[src/smirb_pkg.sv]
// Purpose: Shared constants and types for the monitor/interrupt register bank
// Assumes: 15-bit byte offsets inside the primary register window
// Notes:   Every register is one aligned 32-bit word
//
// Function
// - Monitor sequencer samples three channels continuously
// - Conversion code sits in bits 15..4
// - Current results, then maximum and minimum, consecutive
// - Revision letter in low byte, read-only
// - Offsets 0x7000..0x7fff reserved for unit registers
// - Unused addresses complete, read as zero
// - Pending at 0x7000, enable at 0x7004
// - Sixteen gain (18 bit), offset (16 bit) registers
// - Pending bit reads one when pending
// - Disabled source never sets its pending flag
// - Write one clears; live condition sets again
// - Write zero leaves pending bit unchanged
// - Bits 0..15 digital, bit 24 counter
// - Byte, halfword, word writes act per lane
// - Reset clears every pending bit
// - Bits 16..23, 25..31 read zero, ignore writes
// - Enable bit gates its source's interrupt; the code gates only the pending set, and O_IRQ follows every pending bit
package smirb_pkg;

  // ****************************************
  // Address map
  // ****************************************
  localparam int unsigned ADDR_W        = 15;
  localparam logic [14:0] OFF_TEMP_CUR  = 15'h3200;
  localparam logic [14:0] OFF_CORE_CUR  = 15'h3204;
  localparam logic [14:0] OFF_AUX_CUR   = 15'h3208;
  localparam logic [14:0] OFF_TEMP_MAX  = 15'h3280;
  localparam logic [14:0] OFF_CORE_MAX  = 15'h3284;
  localparam logic [14:0] OFF_AUX_MAX   = 15'h3288;
  localparam logic [14:0] OFF_TEMP_MIN  = 15'h3290;
  localparam logic [14:0] OFF_CORE_MIN  = 15'h3294;
  localparam logic [14:0] OFF_AUX_MIN   = 15'h3298;
  localparam logic [14:0] OFF_FW_REV    = 15'h4000;
  localparam logic [14:0] OFF_WIN_FIRST = 15'h7000;
  localparam logic [14:0] OFF_WIN_LAST  = 15'h7fff;
  localparam logic [14:0] OFF_IRQ_PEND  = 15'h7000;
  localparam logic [14:0] OFF_IRQ_MASK  = 15'h7004;
  localparam logic [14:0] OFF_OFFS_BASE = 15'h70a0;
  localparam logic [14:0] OFF_GAIN_BASE = 15'h70e0;

  // ****************************************
  // Fields and reset values
  // ****************************************
  localparam int unsigned CODE_W        = 12;
  localparam int unsigned CODE_LSB      = 4;
  localparam int unsigned MON_CH        = 3;
  localparam int unsigned NUM_DIO       = 16;
  localparam int unsigned CNT_BIT       = 24;
  localparam int unsigned GAIN_W        = 18;
  localparam int unsigned OFFS_W        = 16;
  localparam logic [31:0] IRQ_IMPL      = 32'h0100_ffff;
  localparam logic [31:0] PEND_RST      = 32'h0000_0000;
  localparam logic [31:0] MASK_RST      = 32'h0000_0000;
  localparam logic [17:0] GAIN_RST      = 18'h0_0000;
  localparam logic [15:0] OFFS_RST      = 16'h0000;
  localparam logic [11:0] CUR_RST       = 12'h000;
  localparam logic [11:0] MAX_RST       = 12'h000;
  localparam logic [11:0] MIN_RST       = 12'hfff;
  localparam logic [1:0]  CH_LAST       = 2'h2;

  // ****************************************
  // Types
  // ****************************************
  typedef struct packed {
    logic [2:0][11:0] cur;
    logic [2:0][11:0] max;
    logic [2:0][11:0] min;
  } smirb_mon_s;

  typedef struct packed {
    logic [14:0] addr;
    logic        wr;
    logic        rd;
    logic [31:0] wdata;
    logic [3:0]  be;
  } smirb_req_s;

  typedef enum logic [2:0] {
    SEQ_IDLE  = 3'b001,
    SEQ_START = 3'b010,
    SEQ_WAIT  = 3'b100
  } smirb_seq_e;

endpackage

[src/smirb_mon_seq.sv]
// Purpose: Free-running monitor sequencer with peak and floor tracking
// Assumes: Converter answers each start with one done pulse
// Notes:   Channel 0 temperature, 1 core supply, 2 auxiliary supply
`timescale 1ns/1ps
module smirb_mon_seq (
  // Clock and reset
  input  wire logic                   i_clk,
  input  wire logic                   i_rst,
  // Converter
  input  wire logic [11:0]            i_conv_code,
  input  wire logic                   i_conv_done,
  output logic                        o_conv_start,
  output logic [1:0]                  o_conv_chan,
  // Results
  output smirb_pkg::smirb_mon_s       o_mon
);

  smirb_pkg::smirb_seq_e state_q, state_d;
  logic [1:0]            chan_q, chan_d;
  logic                  start_q, start_d;
  smirb_pkg::smirb_mon_s mon_q, mon_d;

  // ****************************************
  // Sequencer next state
  // ****************************************
  always_comb begin
    state_d = state_q;
    chan_d  = chan_q;
    start_d = 1'b0;
    mon_d   = mon_q;
    case (state_q)
      smirb_pkg::SEQ_IDLE: begin
        state_d = smirb_pkg::SEQ_START;
      end
      smirb_pkg::SEQ_START: begin
        start_d = 1'b1;
        state_d = smirb_pkg::SEQ_WAIT;
      end
      smirb_pkg::SEQ_WAIT: begin
        if (i_conv_done) begin
          mon_d.cur[chan_q] = i_conv_code;
          if (i_conv_code > mon_q.max[chan_q]) begin
            mon_d.max[chan_q] = i_conv_code;
          end
          if (i_conv_code < mon_q.min[chan_q]) begin
            mon_d.min[chan_q] = i_conv_code;
          end
          // No host step needed to move on
          chan_d  = (chan_q == smirb_pkg::CH_LAST) ? 2'h0 : chan_q + 2'h1;
          state_d = smirb_pkg::SEQ_START;
        end
      end
      default: begin
        state_d = smirb_pkg::SEQ_IDLE;
      end
    endcase
  end

  always_ff @(posedge i_clk) begin
    if (i_rst) begin
      state_q <= smirb_pkg::SEQ_IDLE;
      chan_q  <= 2'h0;
      start_q <= 1'b0;
      mon_q   <= {{3{smirb_pkg::CUR_RST}}, {3{smirb_pkg::MAX_RST}},
                  {3{smirb_pkg::MIN_RST}}};
    end else begin
      state_q <= state_d;
      chan_q  <= chan_d;
      start_q <= start_d;
      mon_q   <= mon_d;
    end
  end

  assign o_conv_start = start_q;
  assign o_conv_chan  = chan_q;
  assign o_mon        = mon_q;
endmodule // smirb_mon_seq

[src/smirb_top.sv]
// Purpose: Monitor results, revision and global interrupt register bank
// Assumes: One access per cycle; reads answered one cycle later
// Notes:   Unit register sets in the window are decoded only, apart from the calibration words
`timescale 1ns/1ps
module smirb_top #(
  parameter logic [7:0] FW_REV_CHAR = 8'h5a, // Value is arbitrary
  parameter int unsigned NUM_CAL    = 16
) (
  // Clock and reset
  input  wire logic        I_CLK,
  input  wire logic        I_RST,
  // Register access
  input  wire logic [14:0] I_ADDR,
  input  wire logic        I_WR,
  input  wire logic        I_RD,
  input  wire logic [31:0] I_WDATA,
  input  wire logic [3:0]  I_BE,
  output logic [31:0]      O_RDATA,
  output logic             O_ACK,
  // Monitor converter
  input  wire logic [11:0] I_CONV_CODE,
  input  wire logic        I_CONV_DONE,
  output logic             O_CONV_START,
  output logic [1:0]       O_CONV_CHAN,
  // Interrupt sources and request
  input  wire logic [15:0] I_DIO_EVT,
  input  wire logic        I_CNT_EVT,
  output logic             O_IRQ
);

  smirb_pkg::smirb_req_s req;
  smirb_pkg::smirb_mon_s mon;
  logic [12:0]           wa;
  logic [31:0]           wmask;
  logic                  hit_pend, hit_mask, hit_rev, hit_mon, in_win;
  logic [NUM_CAL-1:0]    hit_gain, hit_offs;
  logic [31:0]           set_v, clr_v;
  logic [31:0]           pend_q, pend_d, mask_q, mask_d;
  logic [31:0]           rdata_q, rdata_d;
  logic                  ack_q, ack_d, irq_q, irq_d;
  logic [17:0]           gain_q [NUM_CAL];
  logic [17:0]           gain_d [NUM_CAL];
  logic [15:0]           offs_q [NUM_CAL];
  logic [15:0]           offs_d [NUM_CAL];

  // ****************************************
  // Monitor sequencer
  // ****************************************
  smirb_mon_seq u_seq (
    .i_clk        (I_CLK),
    .i_rst        (I_RST),
    .i_conv_code  (I_CONV_CODE),
    .i_conv_done  (I_CONV_DONE),
    .o_conv_start (O_CONV_START),
    .o_conv_chan  (O_CONV_CHAN),
    .o_mon        (mon)
  );

  // ****************************************
  // Decode
  // ****************************************
  assign req   = '{addr: I_ADDR, wr: I_WR, rd: I_RD, wdata: I_WDATA, be: I_BE};
  assign wa    = req.addr[14:2];
  assign wmask = {{8{req.be[3]}}, {8{req.be[2]}}, {8{req.be[1]}}, {8{req.be[0]}}};
  assign hit_pend = (wa == smirb_pkg::OFF_IRQ_PEND[14:2]);
  assign hit_mask = (wa == smirb_pkg::OFF_IRQ_MASK[14:2]);
  assign hit_rev  = (wa == smirb_pkg::OFF_FW_REV[14:2]);
  assign hit_mon  = (wa == smirb_pkg::OFF_TEMP_CUR[14:2]) || (wa == smirb_pkg::OFF_CORE_CUR[14:2])
                 || (wa == smirb_pkg::OFF_AUX_CUR[14:2]);
  // Unit window decoded as a whole; calibration words live here beside pending and enable
  assign in_win   = (wa >= smirb_pkg::OFF_WIN_FIRST[14:2])
                 && (wa <= smirb_pkg::OFF_WIN_LAST[14:2]);

  // ****************************************
  // Calibration words, a gain and an offset per channel
  // ****************************************
  genvar gi;
  for (gi = 0; gi < NUM_CAL; gi++) begin : g_cal
    assign hit_gain[gi] = (wa == smirb_pkg::OFF_GAIN_BASE[14:2] + 13'(gi));
    assign hit_offs[gi] = (wa == smirb_pkg::OFF_OFFS_BASE[14:2] + 13'(gi));
    always_comb begin
      gain_d[gi] = gain_q[gi];
      offs_d[gi] = offs_q[gi];
      if (req.wr && hit_gain[gi]) begin
        gain_d[gi] = (gain_q[gi] & ~wmask[17:0]) | (req.wdata[17:0] & wmask[17:0]);
      end
      if (req.wr && hit_offs[gi]) begin
        offs_d[gi] = (offs_q[gi] & ~wmask[15:0]) | (req.wdata[15:0] & wmask[15:0]);
      end
    end
    always_ff @(posedge I_CLK) begin
      if (I_RST) begin
        gain_q[gi] <= smirb_pkg::GAIN_RST;
        offs_q[gi] <= smirb_pkg::OFFS_RST;
      end else begin
        gain_q[gi] <= gain_d[gi];
        offs_q[gi] <= offs_d[gi];
      end
    end
  end

  // ****************************************
  // Global interrupt pending and enable
  // ****************************************
  // Sources are levels; a held condition keeps re-pending the bit
  assign set_v = {7'h00, I_CNT_EVT, 8'h00, I_DIO_EVT} & mask_q & smirb_pkg::IRQ_IMPL;
  assign clr_v = (req.wr && hit_pend) ? (req.wdata & wmask & smirb_pkg::IRQ_IMPL)
                                      : 32'h0000_0000;

  always_comb begin
    // Set beats clear so an event landing on the clear is kept
    pend_d = ((pend_q & ~clr_v) | set_v) & smirb_pkg::IRQ_IMPL;
    mask_d = mask_q;
    if (req.wr && hit_mask) begin
      mask_d = ((mask_q & ~wmask) | (req.wdata & wmask)) & smirb_pkg::IRQ_IMPL;
    end
    irq_d = |pend_d;
  end

  always_ff @(posedge I_CLK) begin
    if (I_RST) begin
      pend_q <= smirb_pkg::PEND_RST;
      mask_q <= smirb_pkg::MASK_RST;
      irq_q  <= 1'b0;
    end else begin
      pend_q <= pend_d;
      mask_q <= mask_d;
      irq_q  <= irq_d;
    end
  end

  // ****************************************
  // Read path
  // ****************************************
  always_comb begin
    rdata_d = 32'h0000_0000;
    ack_d   = req.rd || req.wr;
    if (req.rd) begin
      case (req.addr[14:2])
        smirb_pkg::OFF_TEMP_CUR[14:2]: rdata_d = {16'h0000, mon.cur[0], 4'h0};
        smirb_pkg::OFF_CORE_CUR[14:2]: rdata_d = {16'h0000, mon.cur[1], 4'h0};
        smirb_pkg::OFF_AUX_CUR[14:2]:  rdata_d = {16'h0000, mon.cur[2], 4'h0};
        smirb_pkg::OFF_TEMP_MAX[14:2]: rdata_d = {16'h0000, mon.max[0], 4'h0};
        smirb_pkg::OFF_CORE_MAX[14:2]: rdata_d = {16'h0000, mon.max[1], 4'h0};
        smirb_pkg::OFF_AUX_MAX[14:2]:  rdata_d = {16'h0000, mon.max[2], 4'h0};
        smirb_pkg::OFF_TEMP_MIN[14:2]: rdata_d = {16'h0000, mon.min[0], 4'h0};
        smirb_pkg::OFF_CORE_MIN[14:2]: rdata_d = {16'h0000, mon.min[1], 4'h0};
        smirb_pkg::OFF_AUX_MIN[14:2]:  rdata_d = {16'h0000, mon.min[2], 4'h0};
        smirb_pkg::OFF_FW_REV[14:2]:   rdata_d = {24'h00_0000, FW_REV_CHAR};
        smirb_pkg::OFF_IRQ_PEND[14:2]: rdata_d = pend_q;
        smirb_pkg::OFF_IRQ_MASK[14:2]: rdata_d = mask_q;
        default: begin
          // Rest of the unit window decodes; only the calibration words hold data here
          for (int k = 0; k < NUM_CAL; k++) begin
            if (in_win && hit_gain[k]) begin
              rdata_d = {14'h0000, gain_q[k]};
            end
            if (in_win && hit_offs[k]) begin
              rdata_d = {16'h0000, offs_q[k]};
            end
          end
        end
      endcase
    end
  end

  always_ff @(posedge I_CLK) begin
    if (I_RST) begin
      rdata_q <= 32'h0000_0000;
      ack_q   <= 1'b0;
    end else begin
      rdata_q <= rdata_d;
      ack_q   <= ack_d;
    end
  end

  assign O_RDATA = rdata_q;
  assign O_ACK   = ack_q;
  assign O_IRQ   = irq_q;

  // ****************************************
  // Checks
  // ****************************************
  logic mapped;
  assign mapped = hit_pend || hit_mask || hit_rev || hit_mon || (|hit_gain) || (|hit_offs)
               || (wa == smirb_pkg::OFF_TEMP_MAX[14:2]) || (wa == smirb_pkg::OFF_CORE_MAX[14:2])
               || (wa == smirb_pkg::OFF_AUX_MAX[14:2]) || (wa == smirb_pkg::OFF_TEMP_MIN[14:2])
               || (wa == smirb_pkg::OFF_CORE_MIN[14:2]) || (wa == smirb_pkg::OFF_AUX_MIN[14:2]);
endmodule // smirb_top

[config.mk]
export PLATFORM = sky130hd
export DESIGN_NAME = smirb_top
export DESIGN_NICKNAME = d
export VERILOG_FILES = /design/src/smirb_pkg.sv /design/src/smirb_mon_seq.sv /design/src/smirb_top.sv
export SDC_FILE = /design/constraint.sdc
export NUM_CORES = 2
export LEC_CHECK = 0
export BUFFER_PORTS_ARGS = -buffer_cell sky130_fd_sc_hd__buf_4
export CAP_MARGIN = 0
export CORE_ASPECT_RATIO = 0.9
export CORE_MARGIN = 3
export CORE_UTILIZATION = 50
export CTS_CLUSTER_SIZE = 28
export DETAILED_ROUTE_END_ITERATION = 7
export MAX_ROUTING_LAYER = met4
export PLACE_DENSITY_LB_ADDON = 0.25
export SYNTH_ARGS = -nofsm -noshare
export SYNTH_HDL_FRONTEND = slang
export SYNTH_SLANG_ARGS = --single-unit
[constraint.sdc]
create_clock -name I_CLK -period 5.2 [get_ports I_CLK]
set_input_delay 0.52 -clock I_CLK [delete_from_list [all_inputs] [get_ports I_CLK]]
set_output_delay 0.52 -clock I_CLK [all_outputs]
set_load 0.05 [all_outputs]
Yosys cells after proc, flatten, opt, wreduce, memory -nomap -nowiden
Memories as Yosys holds them, arrays and structs flattened.
Cells that the tools add are included.
{"block": "op_classes", "bitwise_logic": 109, "reduce_logical": 74, "n_addsub": 1, "muxes": 114, "n_eq_ne": 49, "magnitude_cmp": 6}
{"operator": "2-to-1 mux 32 bit", "n": 31}
{"operator": "2-to-1 mux 18 bit", "n": 33}
{"operator": "2-to-1 mux 16 bit", "n": 32}
{"operator": "equality test 13 bit, second input constant", "n": 35}
{"operator": "case mux 32 bit (12 select lines)", "n": 1}
{"operator": "bitwise AND 18 bit", "n": 17}
{"operator": "bitwise OR 18 bit", "n": 16}
{"operator": "bitwise AND 16 bit", "n": 17}
{"operator": "bitwise OR 16 bit", "n": 16}
{"operator": "equality test 13 x 12 -> 1 bit, second input constant", "n": 9}
{"operator": "bitwise mux 36 bit", "n": 3}
{"operator": "bitwise AND 25 bit", "n": 4}
{"operator": "logical AND 1 bit", "n": 68}
{"operator": "NOT 25 bit", "n": 2}
{"operator": "bitwise OR 25 bit", "n": 2}
{"operator": "binary-select mux 12 bit (select 2 bit)", "n": 2}
{"operator": "2-to-1 mux 12 bit", "n": 3}
{"operator": "bitwise OR 1 bit", "n": 32}
{"operator": "2-to-1 mux 25 bit", "n": 1}
{"operator": "demux 12 bit (select 2 bit)", "n": 1}
{"operator": "NOT 18 bit", "n": 1}
{"operator": "OR reduction 17 bit", "n": 1}
{"operator": "NOT 16 bit", "n": 1}
{"operator": ">= comparator 13 bit, second input constant", "n": 1}
{"operator": "other kinds (20)", "n": 24}
{"block": "totals", "mem_bits_rw": 544, "reg_bits": 182, "elab_cells": 372, "out_inout_bits": 37, "mem_count": 2}
{"memory": "gain_q", "words": 16, "width": 18, "rd": 16, "rd_clocked_by_memory_dff": 0, "write_ports": 16, "line_no": "smirb_top.sv:41", "source": "logic [17:0] gain_q [NUM_CAL];"}
{"memory": "offs_q", "words": 16, "width": 16, "rd": 16, "rd_clocked_by_memory_dff": 0, "write_ports": 16, "line_no": "smirb_top.sv:43", "source": "logic [15:0] offs_q [NUM_CAL];"}

Logic depth before layout (Yosys ltp)
{"block": "depth", "depth_word": 36, "mapped_depth": 16, "depth_no_buf": 13}

Cells and area by module
From an unflattened synthesis, not the netlist that was laid out.
{"block": "unflattened", "hier_cells": 4317, "area_unflattened_um2": 32591.3}
{"mod": "smirb_top", "area_per_inst_um2": 27425.1, "seq_area_each_um2": 11991.5, "instances": 1, "cells_per_inst": 3726}
{"mod": "smirb_mon_seq", "area_per_inst_um2": 5166.2, "seq_area_each_um2": 2282.2, "instances": 1, "cells_per_inst": 591}

Worst setup path before layout
Ideal clock, no wire load.
{"block": "synth_path", "path_kind": "register -> register", "from": "register u_seq.chan_q[0] (netlist: u_seq.o_conv_chan[0])", "to": "register u_seq.mon_q (netlist bit u_seq.o_mon[13])", "n_path_buf": 4, "period_less_slack_ns": 4.196, "path_slack_ns": 1.004, "t_required_ns": 5.071, "t_arrival_ns": 4.067, "path_stages_with_launch": 15, "cell_sequence": "dfxtp_1 > clkbuf_1 > clkbuf_1 > clkbuf_1 > o22a_1 > ha_1 > o21a_1 > o2111ai_1 > a211o_1 > a21oi_1 > or4b_2 > nor2_1 > buf_4 > mux2i_1 > nand2_1"}
{"block": "synth_via", "elab_chain_len": 5, "elab_cells_between_ends": 10, "classes_between": "order compare: 3; mux: 5; reduce/logical: 2"}
{"item": "from (decl)", "line_no": "smirb_mon_seq.sv:19", "source": "logic [1:0] chan_q, chan_d;"}
{"item": "from (signal assigned)", "line_no": "smirb_mon_seq.sv:68", "source": "chan_q <= chan_d;"}
{"item": "branches (longest 5 deep; another with < comparator 12 bit)"}
{"item": "to (signal assigned)", "line_no": "smirb_mon_seq.sv:64", "source": "mon_q <= {{3{smirb_pkg::CUR_RST}}, {3{smirb_pkg::MAX_RST}},"}
{"item": "to (signal assigned)", "line_no": "smirb_mon_seq.sv:70", "source": "mon_q <= mon_d;"}
{"item": "to (decl)", "line_no": "smirb_mon_seq.sv:21", "source": "smirb_pkg::smirb_mon_s mon_q, mon_d;"}
Parallel ways; which one is timed is not known. The select of a mux whose other input is x is not followed.
A chain may end at the register's enable or synchronous reset.

Worst setup path in the final report
{"block": "layout_path", "from": "register u_seq.chan_q[0] (netlist: u_seq.o_conv_chan[0])", "to": "register u_seq.mon_q (netlist bit u_seq.o_mon[2])"}
Same word-level chain as after synthesis.

==> run summary <==
Core area -> 64600 um2
Final Power -> 0.0117 W
Synth Instances -> 4409
Clock Path Buffers -> 3
Area Growth Syn to Fin -> 12.1%
Crit. End Element -> flip-flop
Fraction of post-synthesis cell area in the top cell type by area -> 43.4%
Failing checks -> design-rule violations
Pwr Density -> 318 nW/um2
Logic pwr share -> 5.2%
Status -> complete, but fails checks
Clock Skews -> 0.0220 ns
CTS tree -> done
Initial DRC Count -> 5880
Chip height -> 249 um
Yosys Warn Count -> 0
First-pass GRT wire length -> 195000 um
Sequential area share after synthesis -> 43.4%
P_int -> 0.00893 W
Final instance area -> 36900 um2
Number of global-route vias before repair -> 30900
Max IR drop VDD -> 376 uV
Ports -> 122
CP Data Arrival Time -> 4.52 ns
Vias per inst -> 6.47
WL final -> 132000 um
Final max-slew violation count -> 0
EDFF count, synth -> 0
Final min period -> 4.05 ns
Slew headroom -> 7.63%
Initial antenna violation count -> 6
Fraction of layout cells with a size suffix above 1 -> 8.69%
Number of CTS-inserted buffers -> 73
Clock slew at reported path FFs -> 0.06 ns
Reg2Reg Setup Slack -> 1.15 ns
Top FF cell, synth -> dfxtp_1
Dpl cell area -> 34300 um2
Total grt overflow -> 0
Resized Gates After CTS -> 0
Leading area contributor after synthesis -> dfxtp_1
Clock insertion delay at the later pin of the skew report -> 0.63 ns
Max_cap viols -> 0
Synth Cell Area -> 32900 um2
Tightest Hold Check Type -> in -> reg
Post-CTS setup buffer count -> 0
Crit path kind -> reg -> reg
Row cnt -> 88
Net Sw Frac -> 23.9%
Startpoint types -> flip-flop
Total track usage -> 37.5%
Top cells by count, synth -> 1371 x nand2_1, 713 x dfxtp_1, 696 x a21oi_1
Synth unique cells -> 90
Most area-consuming cells after synthesis -> dfxtp_1 43%, nand2_1 16%, a21oi_1 11%
CP Max Fanout -> 33
Wire per inst -> 24.9 um
Net Switching -> 0.00281 W
HPWL Detailed -> 86700 um
# hold bufs at CTS -> 0
H-Tree Level Count -> 3
FF+latch count, synth -> 713
Initial Utilization -> 50.9%
Largest net degree at the start of global routing -> 158
Clock root cell -> clkbuf_16
CTS sink cnt -> 713
DR DRC count -> 7
Final net count -> 4482
Most common cell in the synthesized netlist -> nand2_1
Seq pwr share -> 46.7%
Fmax -> 0.247 GHz
Leak pwr -> 12.2 nW
Die Area -> 68900 um2
Routed via count -> 34200
Port bufs -> 93
Mean Syn Cell Area -> 7.46 um2
Drt first pass iters -> 8
WP data required -> 5.67 ns
Die Wd -> 276 um
Clk pwr share -> 48.1%
Final Hold Violating Endpoints -> 0
Worst-margin pin slew -> 1.39 ns
Final ANT Viol Nets -> 0
Setup TNS -> 0 ns
RD Place Congestion -> 1.01
RSZ-0062 raised after global routing -> no
Ys async rst share -> 0%
Finish-stage setup viols -> 0
Post-route clock period utilization -> 77.9%
cell usage in the layout, fill, tap and decap left out, drive strengths merged, types with 34 or more instances in the layout:
cell / n
a21oi: 696
a221oi: 59
a22oi: 64
buf: 215
clkbuf: 107
dfxtp: 713
mux2i: 117
nand2: 1372
nand3: 54
nor2: 299
nor3: 52
o21ai: 197
o22ai: 34
through the flow:
step	std cells	worst slack (ns)	hold WS (ns)	utilization [%]
after floorplan	4421	1.00	0.427	-
after global placement	5154	1.01	0.435	53.1
after detailed placement	5154	1.00	0.443	53.1
after CTS	5285	1.20	0.105	57.0
after global routing	5291	0.918	0.162	57.0
final	5291	1.15	0.120	57.0
final timing paths:
kind	from	to	depth (start not counted)
max	u_seq.o_conv_chan[0]	u_seq.o_mon[2]	12
min	I_RD	O_ACK	3
max reg2reg	u_seq.o_conv_chan[0]	u_seq.o_mon[2]	12
min reg2reg	flip-flop	flip-flop	2
final cells by class:
| cell class | instances | area (um2) |
|---|---|---|
| antenna | 6 | 15.0 |
| clock buffer | 107 | 2200 |
| clock inverter | 24 | 330 |
| fill | 5949 | 27800 |
| inverter | 9 | 33.8 |
| multi-input combinational | 3362 | 17300 |
| sequential | 713 | 14300 |
| tap | 855 | 1070 |
| timing repair buffer | 215 | 1670 |
kinds of logic (layout without fill, tap and decap cells):
group	after synthesis	count (layout)	share of synthesized area (%)
xor+xnor	2	2	0.0533
buf+inv	346	355	4.36
flops	713	713	43.4
simple gates	1908	1908	23.9
other cells	1	19	0.0114
mux	124	124	3.80
fa+ha+maj	23	23	0.875
compound gates	1292	1292	23.5
worst max-delay path, cell delays in order, from the launching register on:
cell and delay [ns]:
dfxtp_2 0.91, mux2i_1 0.20, o22a_1 0.25, ha_1 0.28
o21a_1 0.16, o2111ai_1 0.17, a211o_1 0.13, a21oi_1 0.06
or4b_2 0.68, nor3_2 0.43, buf_4 0.32, mux2i_1 0.23
nand2_1 0.07
layer usage:
metal / track usage (%) / share of wire, % / vias up / wire, um
met2: 51.0 / 41 / 2436 / 53500
met1: 52.4 / 40 / 16100 / 52700
met5: - / 0 / - / 0
li1: - / - / 15300 / -
met3: 9.18 / 14 / 401 / 18900
met4: 16.3 / 5.0 / 0 / 6550
power groups by stage:
stage | Sequential, W | Combinational (W) | Clock [W]
final | 0.00548 | 0.000608 | 0.00564
after global routing | 0.00548 | 0.000619 | 0.00585
after CTS | 0.00548 | 0.000576 | 0.00564
after detailed placement | 0.00561 | 0.000575 | 0
after global placement | 0.00561 | 0.000576 | 0
after floorplan | 0.00561 | 0.000339 | 0
Note: power is estimated with default switching activity, not from simulation.
